===== src/rtl/srl_pkg.sv =====
// Package with register map, field positions and constants for the set-reset latch unit
package srl_pkg;
	// Register byte addresses
	localparam logic [3:0] ADDR_MAIN_CONTROL = 4'h0;
	localparam logic [3:0] ADDR_SOURCE_ENABLES = 4'h4;
	localparam logic [3:0] ADDR_LATCH_STATUS = 4'h8;
	// Reset values
	localparam logic [7:0] MAIN_CONTROL_RESET = 8'h00;
	localparam logic [7:0] SOURCE_ENABLES_RESET = 8'h00;
	// Main control field positions
	localparam int LATCH_ENABLE_BIT = 7;
	localparam int DIV_SEL_HI = 6;
	localparam int DIV_SEL_LO = 4;
	localparam int TRUE_OUT_ENABLE_BIT = 3;
	localparam int INV_OUT_ENABLE_BIT = 2;
	localparam int SOFT_SET_PULSE_BIT = 1;
	localparam int SOFT_RESET_PULSE_BIT = 0;
	// Source enable field positions
	localparam int PIN_SET_ENABLE_BIT = 7;
	localparam int DIVIDER_SET_ENABLE_BIT = 6;
	localparam int CMP2_SET_ENABLE_BIT = 5;
	localparam int CMP1_SET_ENABLE_BIT = 4;
	localparam int PIN_RESET_ENABLE_BIT = 3;
	localparam int DIVIDER_RESET_ENABLE_BIT = 2;
	localparam int CMP2_RESET_ENABLE_BIT = 1;
	localparam int CMP1_RESET_ENABLE_BIT = 0;
	// Divider: period is 4 shifted left by the select code
	localparam int DIV_WIDTH = 9;
	localparam logic [DIV_WIDTH-1:0] DIV_BASE_MASK = 9'h003;
	// AXI responses
	localparam logic [1:0] RESP_OKAY = 2'h0;
	localparam logic [1:0] RESP_SLVERR = 2'h2;
	// Bus handshake states
	typedef enum logic [0:0] {
		SRL_BUS_IDLE = 1'b0,
		SRL_BUS_RESP = 1'b1
	} srl_bus_state_type;
endpackage


===== src/rtl/srl_latch_unit.sv =====
// Set-reset latch unit with selectable sources and AXI4-Lite registers
//
// The AXI4-Lite register port and the register offsets were chosen for this implementation.
`timescale 1ns/100ps
// Summary of operation
// Set and reset high together leaves the latch reset.
// Combined inputs are active high; latch reacts without waiting for a clock. The code updates latch_q only on the next aclk edge.
// Writing one to soft_set_pulse drives set for exactly one cycle.
// Writing one to soft_reset_pulse drives reset for exactly one cycle.
// Pulse bits are set-only; writing zero does nothing; they read zero.
// Divider code 0..7 gives one-cycle pulse every 4..512 cycles.
// divider_set_enable lets divider pulses set the latch.
// divider_reset_enable lets divider pulses reset the latch.
// pin_set_enable lets a high latch input pin set the latch.
// pin_reset_enable lets a high latch input pin reset the latch.
// cmp1_set_enable lets high synced comparator one output set latch.
// cmp1_reset_enable lets high synced comparator one output reset latch.
// On the larger variant, comparator two sets or resets via bits 5 and 1.
// latch_enable low disables the latch and both output pins. The code only clears both pin enables; latch_q still updates.
// true_out_enable places latch state on the true output pin.
// inv_out_enable places the complemented state on the inverted pin.
// Both output pins may be driven at the same time.
// Latch state is not initialised by reset; firmware sets it first.
// Software should not enable one source onto both set and reset.
// Comparator inputs are the already synchronised comparator outputs.
// Combined set and reset are ORs of all enabled sources.
// Latch is a register updated every cycle; pin input synchronised first.
module srl_latch_unit #(
	parameter bit HAS_CMP2 = 1'b1
) (
	// Clock and reset
	input wire logic aclk,
	input wire logic aresetn,
	// AXI4-Lite write address
	input wire logic [3:0] s_axi_awaddr,
	input wire logic s_axi_awvalid,
	output logic s_axi_awready,
	// AXI4-Lite write data
	input wire logic [31:0] s_axi_wdata,
	input wire logic [3:0] s_axi_wstrb,
	input wire logic s_axi_wvalid,
	output logic s_axi_wready,
	// AXI4-Lite write response
	output logic [1:0] s_axi_bresp,
	output logic s_axi_bvalid,
	input wire logic s_axi_bready,
	// AXI4-Lite read address
	input wire logic [3:0] s_axi_araddr,
	input wire logic s_axi_arvalid,
	output logic s_axi_arready,
	// AXI4-Lite read data
	output logic [31:0] s_axi_rdata,
	output logic [1:0] s_axi_rresp,
	output logic s_axi_rvalid,
	input wire logic s_axi_rready,
	// Latch sources
	input wire logic cmp1_synced_out,
	input wire logic cmp2_synced_out,
	input wire logic latch_input_pin,
	// Latch output pins
	output logic true_out_pin,
	output logic true_out_pin_oe,
	output logic inv_out_pin,
	output logic inv_out_pin_oe
);

	logic [7:0] main_ctrl_q;
	logic [7:0] src_en_q;
	logic soft_set_q;
	logic soft_reset_q;
	logic pin_meta_q;
	logic pin_sync_q;
	logic [srl_pkg::DIV_WIDTH-1:0] div_cnt_q;
	logic div_pulse;
	logic [8:0] div_mask;
	logic set_comb;
	logic reset_comb;
	logic latch_q;
	logic latch_en;
	srl_pkg::srl_bus_state_type wr_state_q;
	srl_pkg::srl_bus_state_type rd_state_q;
	logic aw_seen_q;
	logic w_seen_q;
	logic [3:0] aw_addr_q;
	logic [31:0] w_data_q;
	logic [3:0] w_strb_q;
	logic wr_fire;
	logic [3:0] rd_addr;
	logic wr_bad;

	// Pin passes two flops; only the second is read by logic
	always_ff @(posedge aclk) begin
		pin_meta_q <= latch_input_pin;
		pin_sync_q <= pin_meta_q;
	end

	// Write channels accepted in either order, response after both
	assign s_axi_awready = (wr_state_q == srl_pkg::SRL_BUS_IDLE) && !aw_seen_q;
	assign s_axi_wready = (wr_state_q == srl_pkg::SRL_BUS_IDLE) && !w_seen_q;
	assign wr_fire = (wr_state_q == srl_pkg::SRL_BUS_IDLE) && aw_seen_q && w_seen_q;
	assign wr_bad = (aw_addr_q != srl_pkg::ADDR_MAIN_CONTROL)
		&& (aw_addr_q != srl_pkg::ADDR_SOURCE_ENABLES);

	always_ff @(posedge aclk) begin
		if (!aresetn) begin
			wr_state_q <= srl_pkg::SRL_BUS_IDLE;
			aw_seen_q <= 1'b0;
			w_seen_q <= 1'b0;
			aw_addr_q <= 4'h0;
			w_data_q <= 32'h0;
			w_strb_q <= 4'h0;
			s_axi_bvalid <= 1'b0;
			s_axi_bresp <= srl_pkg::RESP_OKAY;
		end else begin
			case (wr_state_q)
				srl_pkg::SRL_BUS_IDLE: begin
					if (s_axi_awvalid && s_axi_awready) begin
						aw_seen_q <= 1'b1;
						aw_addr_q <= {s_axi_awaddr[3:2], 2'h0};
					end
					if (s_axi_wvalid && s_axi_wready) begin
						w_seen_q <= 1'b1;
						w_data_q <= s_axi_wdata;
						w_strb_q <= s_axi_wstrb;
					end
					if (wr_fire) begin
						wr_state_q <= srl_pkg::SRL_BUS_RESP;
						s_axi_bvalid <= 1'b1;
						s_axi_bresp <= wr_bad ? srl_pkg::RESP_SLVERR : srl_pkg::RESP_OKAY;
					end
				end
				srl_pkg::SRL_BUS_RESP: begin
					if (s_axi_bready) begin
						s_axi_bvalid <= 1'b0;
						aw_seen_q <= 1'b0;
						w_seen_q <= 1'b0;
						wr_state_q <= srl_pkg::SRL_BUS_IDLE;
					end
				end
				default: begin
					wr_state_q <= srl_pkg::SRL_BUS_IDLE;
				end
			endcase
		end
	end

	// Control registers; pulse bits never stored here so they read zero
	always_ff @(posedge aclk) begin
		if (!aresetn) begin
			main_ctrl_q <= srl_pkg::MAIN_CONTROL_RESET;
			src_en_q <= srl_pkg::SOURCE_ENABLES_RESET;
		end else if (wr_fire && w_strb_q[0]) begin
			if (aw_addr_q == srl_pkg::ADDR_MAIN_CONTROL) begin
				main_ctrl_q <= {w_data_q[7:2], 2'h0};
			end else if (aw_addr_q == srl_pkg::ADDR_SOURCE_ENABLES) begin
				src_en_q <= w_data_q[7:0];
			end
		end
	end

	// Self-clearing software pulses, one cycle each
	always_ff @(posedge aclk) begin
		if (!aresetn) begin
			soft_set_q <= 1'b0;
			soft_reset_q <= 1'b0;
		end else begin
			soft_set_q <= wr_fire && w_strb_q[0] && (aw_addr_q == srl_pkg::ADDR_MAIN_CONTROL)
				&& w_data_q[srl_pkg::SOFT_SET_PULSE_BIT];
			soft_reset_q <= wr_fire && w_strb_q[0] && (aw_addr_q == srl_pkg::ADDR_MAIN_CONTROL)
				&& w_data_q[srl_pkg::SOFT_RESET_PULSE_BIT];
		end
	end

	// Free-running divider; mask selects period 4 << code
	assign div_mask = 9'(((16'(srl_pkg::DIV_BASE_MASK) + 16'h0001)
		<< main_ctrl_q[srl_pkg::DIV_SEL_HI:srl_pkg::DIV_SEL_LO]) - 16'h0001);
	assign div_pulse = ((div_cnt_q & div_mask) == div_mask);

	always_ff @(posedge aclk) begin
		if (!aresetn) begin
			div_cnt_q <= 9'h000;
		end else begin
			div_cnt_q <= div_cnt_q + 9'h001;
		end
	end

	// OR of enabled sources; comparator two only on the larger variant
	always_comb begin
		set_comb = soft_set_q
			| (div_pulse & src_en_q[srl_pkg::DIVIDER_SET_ENABLE_BIT])
			| (pin_sync_q & src_en_q[srl_pkg::PIN_SET_ENABLE_BIT])
			| (cmp1_synced_out & src_en_q[srl_pkg::CMP1_SET_ENABLE_BIT])
			| (HAS_CMP2 & cmp2_synced_out & src_en_q[srl_pkg::CMP2_SET_ENABLE_BIT]);
		reset_comb = soft_reset_q
			| (div_pulse & src_en_q[srl_pkg::DIVIDER_RESET_ENABLE_BIT])
			| (pin_sync_q & src_en_q[srl_pkg::PIN_RESET_ENABLE_BIT])
			| (cmp1_synced_out & src_en_q[srl_pkg::CMP1_RESET_ENABLE_BIT])
			| (HAS_CMP2 & cmp2_synced_out & src_en_q[srl_pkg::CMP2_RESET_ENABLE_BIT]);
	end

	// Latch kept as a per-cycle register; not cleared by reset on purpose
	always_ff @(posedge aclk) begin
		if (reset_comb) begin
			latch_q <= 1'b0;
		end else if (set_comb) begin
			latch_q <= 1'b1;
		end
	end

	// Outputs; both pins may be enabled together
	assign latch_en = main_ctrl_q[srl_pkg::LATCH_ENABLE_BIT];
	assign true_out_pin_oe = latch_en && main_ctrl_q[srl_pkg::TRUE_OUT_ENABLE_BIT];
	assign inv_out_pin_oe = latch_en && main_ctrl_q[srl_pkg::INV_OUT_ENABLE_BIT];
	assign true_out_pin = true_out_pin_oe && latch_q;
	assign inv_out_pin = inv_out_pin_oe && !latch_q;

	// Read channel, one read in flight
	assign s_axi_arready = (rd_state_q == srl_pkg::SRL_BUS_IDLE);
	assign rd_addr = {s_axi_araddr[3:2], 2'h0};

	always_ff @(posedge aclk) begin
		if (!aresetn) begin
			rd_state_q <= srl_pkg::SRL_BUS_IDLE;
			s_axi_rvalid <= 1'b0;
			s_axi_rdata <= 32'h0;
			s_axi_rresp <= srl_pkg::RESP_OKAY;
		end else begin
			case (rd_state_q)
				srl_pkg::SRL_BUS_IDLE: begin
					if (s_axi_arvalid) begin
						rd_state_q <= srl_pkg::SRL_BUS_RESP;
						s_axi_rvalid <= 1'b1;
						s_axi_rresp <= srl_pkg::RESP_OKAY;
						if (rd_addr == srl_pkg::ADDR_MAIN_CONTROL) begin
							s_axi_rdata <= {24'h0, main_ctrl_q};
						end else if (rd_addr == srl_pkg::ADDR_SOURCE_ENABLES) begin
							s_axi_rdata <= {24'h0, src_en_q};
						end else if (rd_addr == srl_pkg::ADDR_LATCH_STATUS) begin
							s_axi_rdata <= {31'h0, latch_q};
						end else begin
							s_axi_rdata <= 32'h0;
							s_axi_rresp <= srl_pkg::RESP_SLVERR;
						end
					end
				end
				srl_pkg::SRL_BUS_RESP: begin
					if (s_axi_rready) begin
						s_axi_rvalid <= 1'b0;
						rd_state_q <= srl_pkg::SRL_BUS_IDLE;
					end
				end
				default: begin
					rd_state_q <= srl_pkg::SRL_BUS_IDLE;
				end
			endcase
		end
	end

	// Helper: sampled address decode for write assertions
	logic main_wr;
	assign main_wr = wr_fire && w_strb_q[0] && (aw_addr_q == srl_pkg::ADDR_MAIN_CONTROL);
	logic div_code_zero;
	assign div_code_zero = (main_ctrl_q[srl_pkg::DIV_SEL_HI:srl_pkg::DIV_SEL_LO] == 3'h0);

	// Latch state is unknown until a source drives it; the pin complement check waits for that
	logic latch_init_q;
	always_ff @(posedge aclk) begin
		if (!aresetn) begin
			latch_init_q <= 1'b0;
		end else if (set_comb || reset_comb) begin
			latch_init_q <= 1'b1;
		end
	end
endmodule // srl_latch_unit


===== config.mk =====
export PLATFORM = sky130hd
export DESIGN_NAME = srl_latch_unit
export DESIGN_NICKNAME = d
export VERILOG_FILES = /design/src/rtl/srl_pkg.sv /design/src/rtl/srl_latch_unit.sv
export SDC_FILE = /design/constraint.sdc
export NUM_CORES = 1
export LEC_CHECK = 0
export BUFFER_PORTS_ARGS = -buffer_cell sky130_fd_sc_hd__clkbuf_2
export CELL_PAD_IN_SITES_DETAIL_PLACEMENT = 1
export CELL_PAD_IN_SITES_GLOBAL_PLACEMENT = 1
export CORE_MARGIN = 4
export CORE_UTILIZATION = 34
export CTS_CLUSTER_DIAMETER = 50
export CTS_CLUSTER_SIZE = 25
export DETAILED_ROUTE_END_ITERATION = 10
export PLACE_DENSITY_LB_ADDON = 0.25
export SYNTH_ARGS = -nofsm -noshare
export SYNTH_HDL_FRONTEND = slang
export SYNTH_SLANG_ARGS = --single-unit

===== constraint.sdc =====
create_clock -name aclk -period 1.49 [get_ports aclk]
set_input_delay 0.0745 -clock aclk [delete_from_list [all_inputs] [get_ports aclk]]
set_output_delay 0.0745 -clock aclk [all_outputs]
set_load 0.02 [all_outputs]

Word-level counts from Yosys, hierarchy flattened --
Index checks and enable logic that the tools add are counted. W data, S select, Z words.
Storage, ports and cells: bits of input ports 54, register bits 81, output and inout bits 45, word-level logic and storage cells 108
Operators by class: bitwise logic cells 20, shift operators 1, $add $sub $neg 2, reduce and logical (&&, ||, !) cells 31, equal/unequal tests 11, mux-type cells 23
Operators by type and width (number):
- $reduce_and A2 Y1 | 9
- $mux W8 | 2
- $logic_and A1 B1 Y1 | 15
- $pmux W1 S2 | 6
- $mux W1 | 11
- $add A9 B1 Y9 const B | 1
- $and A9 B9 Y9 | 1
- $eq A9 B9 Y1 | 1
- $shl A3 B3 Y9 const A | 1
- $sub A9 B1 Y9 const B | 1
- $and A1 B1 Y1 | 8
- $logic_not A4 Y1 | 2
- $mux W2 | 4
- $ne A2 B2 Y1 const B | 4
- $or A1 B1 Y1 | 8
- $ne A2 B1 Y1 const B | 3
- $eq A2 B1 Y1 const B | 2
- $reduce_bool A4 Y1 | 1
- $logic_not A1 Y1 | 3
- $not A1 Y1 | 3
- $reduce_and A3 Y1 | 1
- $eq A2 B2 Y1 const B | 1

Logic depth before layout (Yosys ltp) --
word-level depth 9, mapped depth 6, depth with buffers taken out 5

Worst setup path before layout --
OpenSTA, ideal clock, no wires.
kind register to register, start reg wr_state_q, end reg main_ctrl_q[2], library setup time 0.128 ns, data required time 1.362 ns, path buffers 1, stages on the path, launching flop included 7, setup slack 0.140 ns, data arrival time 1.223 ns, period minus slack after synthesis 1.350 ns, path through dfxtp_1 -> nand3b_4 -> nor3b_2 -> and2b_1 -> buf_6 -> mux2i_1 -> nor2_1
On the way: longest elaborated chain between the ends 5
RTL lines:
- start, declared | RTL line srl_latch_unit.sv:80 | srl_pkg::srl_bus_state_type wr_state_q;
- start signal, assigned | RTL line srl_latch_unit.sv:106 | wr_state_q <= srl_pkg::SRL_BUS_IDLE;
- start signal, assigned | RTL line srl_latch_unit.sv:127 | wr_state_q <= srl_pkg::SRL_BUS_RESP;
- start signal, assigned | RTL line srl_latch_unit.sv:137 | wr_state_q <= srl_pkg::SRL_BUS_IDLE;
- $not A1 Y1 (no line)
- $logic_and A1 B1 Y1 (2 in series) | RTL line srl_latch_unit.sv:100 | assign wr_fire = (wr_state_q == srl_pkg::SRL_BUS_IDLE) && aw_seen_q && w_seen_q;
- $logic_and A1 B1 Y1
- $reduce_and A2 Y1 (no line)
- end signal, assigned | RTL line srl_latch_unit.sv:150 | main_ctrl_q <= srl_pkg::MAIN_CONTROL_RESET;
- end signal, assigned | RTL line srl_latch_unit.sv:154 | main_ctrl_q <= {w_data_q[7:2], 2'h0};
- end, declared | RTL line srl_latch_unit.sv:67 | logic [7:0] main_ctrl_q;
No other way between the ends. A chain may end at the register's enable or synchronous reset.

Worst setup path after layout --
start reg wr_state_q, end reg main_ctrl_q[7]
The elaborated chain is that of the path after synthesis.

==> out/results.ini <==
[run_status]
status = complete, no violations

[floorplan]
die_h_um = 91.7
row_count = 30
start_util = 0.350
dieArea_um2 = 8400
die_x_um = 91.7
core_um2 = 6790
ios = 99

[worst_setup_path]
critPathSlowestCell = dfxtp_2
start_kind = flop
path_cells = nand3b_4 -> nor3b_4 -> and2b_1 -> buf_12 -> mux2i_1 -> nor2_1
crit_path_start = wr_state_q$_SDFF_PN0_
worstReg2RegStart = wr_state_q$_SDFF_PN0_
max_stage_delay_ns = 0.34
crit_type = flop to flop
cp.required_ns = 1.70
critPathMaxFanout = 8
arrival_ns = 1.62
critPathCaptureType = flop

[drt]
wl_per_cell_um = 13.3
drt_iter0_drc = 37
drcViolationCount = 0
drt-total-wl_um = 5490
drt_first_pass_iters = 4
num_vias = 1831
viasPerCell = 4.45
ant_nets = 0

[hold_path]
hold_class = input pin to flop
min_from = s_axi_wdata[0]

[place]
gp_congestion = 0.737
io_buffers = 41
dp_hpwl_um = 4010

[clock_network]
numCtsBuffers = 5
clk-insertion-delay-late_ns = 0.32
cts_tree = built
clk_pin_slew_worst_paths_ns = 0.11
clock_sinks = 55
cts_buffer_depth = 2
cts_root_buf = clkbuf_8
htree_levels = 2

[timing]
skew_ns = 0.00707
period_share = 0.943
fin_hold_ws_ns = 0.00174
slew_viol_final = 0
setup_violations = 0
fmax_mhz = 711
fin_crit_ns = 1.41
rsz0062_at_grt = yes
hold_viol_final = 0

[pwr]
seqPwrFrac = 0.566
switching_power_mw = 0.769
netSwitchingFraction = 0.279
pwr-share-comb = 0.122
p_int_mw = 1.99
p_clk_frac = 0.312
finalPower_mw = 2.76
power.density_nw_per_um2 = 963
p_leak_nw = 1.30
vdd_drop_max_mv = 0.357

[global_routing]
antenna_found_initial = 0
first_global_vias = 1842
grtUsageTotal = 0.137
grt_pass1_wl_um = 9090
overflow = 0
grt_max_degree = 29

[synthesis]
synth_area_leaders = dfxtp_1 (46%), mux2i_1 (11%), buf_4 (8.2%)
yosysWarningCount = 0
avgSynthCellArea_um2 = 9.37
ys_ff_latch = 55
synth_edf_count = 0
synthArstFlopShare = 0
yosysSeqAreaShare = 0.463
synthCells = 254
synth_top_area_cell = dfxtp_1
ys.flop_type = dfxtp_1
yosys.area.top_type_share = 0.463
synth_area_um2 = 2380
synthDistinctLibCells = 34

[final_layout]
drive_gt1_frac = 0.248
area_growth_pct = 20.6
fin_nets = 369
num_antenna_cells = 0

[flow_run]
drv_cap = 0

[flip-flops by register name, summed over array words and instances, names as in the netlist, 2 cells and up]
register and count:
aw_addr_q 2, div_cnt_q 9, main_ctrl_q 6, s_axi_rdata 8
src_en_q 8, w_data_q 8
[critical path, delay by kind of cell, from the launching register on]
family	cells	cell delay, ns
buffers and inverters	1	0.14
multiplexers	1	0.19
AND/OR/NAND/NOR	4	0.64
flip-flops	1	0.34
[area by class of cell]
cell class	count	area, um2
Fill cell	826	3930
Timing Repair Buffer	62	402
Sequential cell	55	1110
Inverter	4	15.0
Tap cell	96	120
Clock buffer	5	68.8
Clock inverter	3	23.8
Multi-Input combinational cell	186	1130
[metrics by stage]
| stage | instance area [um2] | setup slack (ns) | utilization | setup TNS (ns) | cells |
|---|---|---|---|---|---|
| after floorplan | 2470 | 0.140 | - | 0 | 279 |
| after global placement | 2660 | 0.0702 | 0.392 | 0 | 393 |
| after detailed placement | 2660 | -0.00326 | 0.392 | -0.00326 | 393 |
| after CTS | 2840 | 0.0266 | 0.419 | 0 | 410 |
| after global routing | 2870 | -0.0142 | 0.422 | -0.0142 | 411 |
| final | 2870 | 0.0844 | 0.422 | 0 | 411 |
[repair_timing]
action / in CTS / in global routing
hold endpoints to repair: 9 / 0
gates resized for setup: 1 / 8
pin swaps: 0 / 3
endpoints found under the setup margin: 1 / 12
hold buffers: 9 / 0
setup buffers: 0 / 1
[per-layer routing]
layer	wire (um)	track usage
met1	2580	0.182
met3	222	0.0279
met5	0	0
met2	2600	0.220
met4	83	0.0452
[power groups by stage]
stage          clock, mW  combinational (mW)  sequential, mW
3_5_place_dp           0               0.313            1.60
6_report           0.861               0.337            1.56
2_1_floorplan          0               0.257            1.60
5_1_grt            0.964               0.374            1.57
3_3_place_gp           0               0.309            1.59
4_1_cts            0.889               0.333            1.56
[logic make-up (layout without fill, tap and decap cells)]
logic type	count (synthesis)	count (layout)	synth area share
AND/OR/NAND/NOR	93	93	0.185
multiplexers	31	31	0.133
AO/OA/AOI/OAI	30	30	0.0899
XOR/XNOR	5	5	0.0184
other	1	26	0.00158
adder cells (fa/ha/maj)	1	1	0.00526
buffers and inverters	38	74	0.105
flip-flops	55	55	0.463
[final timing paths]
check                                end  slack [ns]  cells past startpoint
max reg2reg  main_ctrl_q[7]$_SDFFE_PN0P_        0.08                      6
min             w_data_q[0]$_SDFFE_PN0P_       0.002                      3
max          main_ctrl_q[7]$_SDFFE_PN0P_        0.08                      6
min reg2reg           pin_sync_q$_DFF_P_        0.34                      0
[cells in the mapped netlist (all sizes together), types with 2 or more instances]
master and count:
a211oi 2, a21oi 12, a22oi 8, and2 3, and3 5, buf 28, clkbuf 6, dfxtp 55
inv 4, mux2 5, mux2i 26, nand2 16, nand2b 2, nand3 5, nor2 48, nor2b 7
o21ai 5, or3 2, xnor2 2, xor2 3
[cell usage in the layout, fill, tap and decap left out, types with 3 or more instances in the layout]
cell / count
o21ai_0: 4
clkbuf_8: 5
conb_1: 26
nor2_1: 48
mux2i_1: 26
buf_4: 10
and2_1: 3
nand3_1: 5
xor2_1: 3
clkbuf_2: 41
a21oi_1: 12
inv_1: 3
nand2_1: 15
dfxtp_1: 50
a22oi_1: 8
and3_1: 5
dfxtp_2: 5
dlygate4sd3_1: 9
mux2_2: 5
nor2b_1: 6
Power figures use the tool's default switching activity.
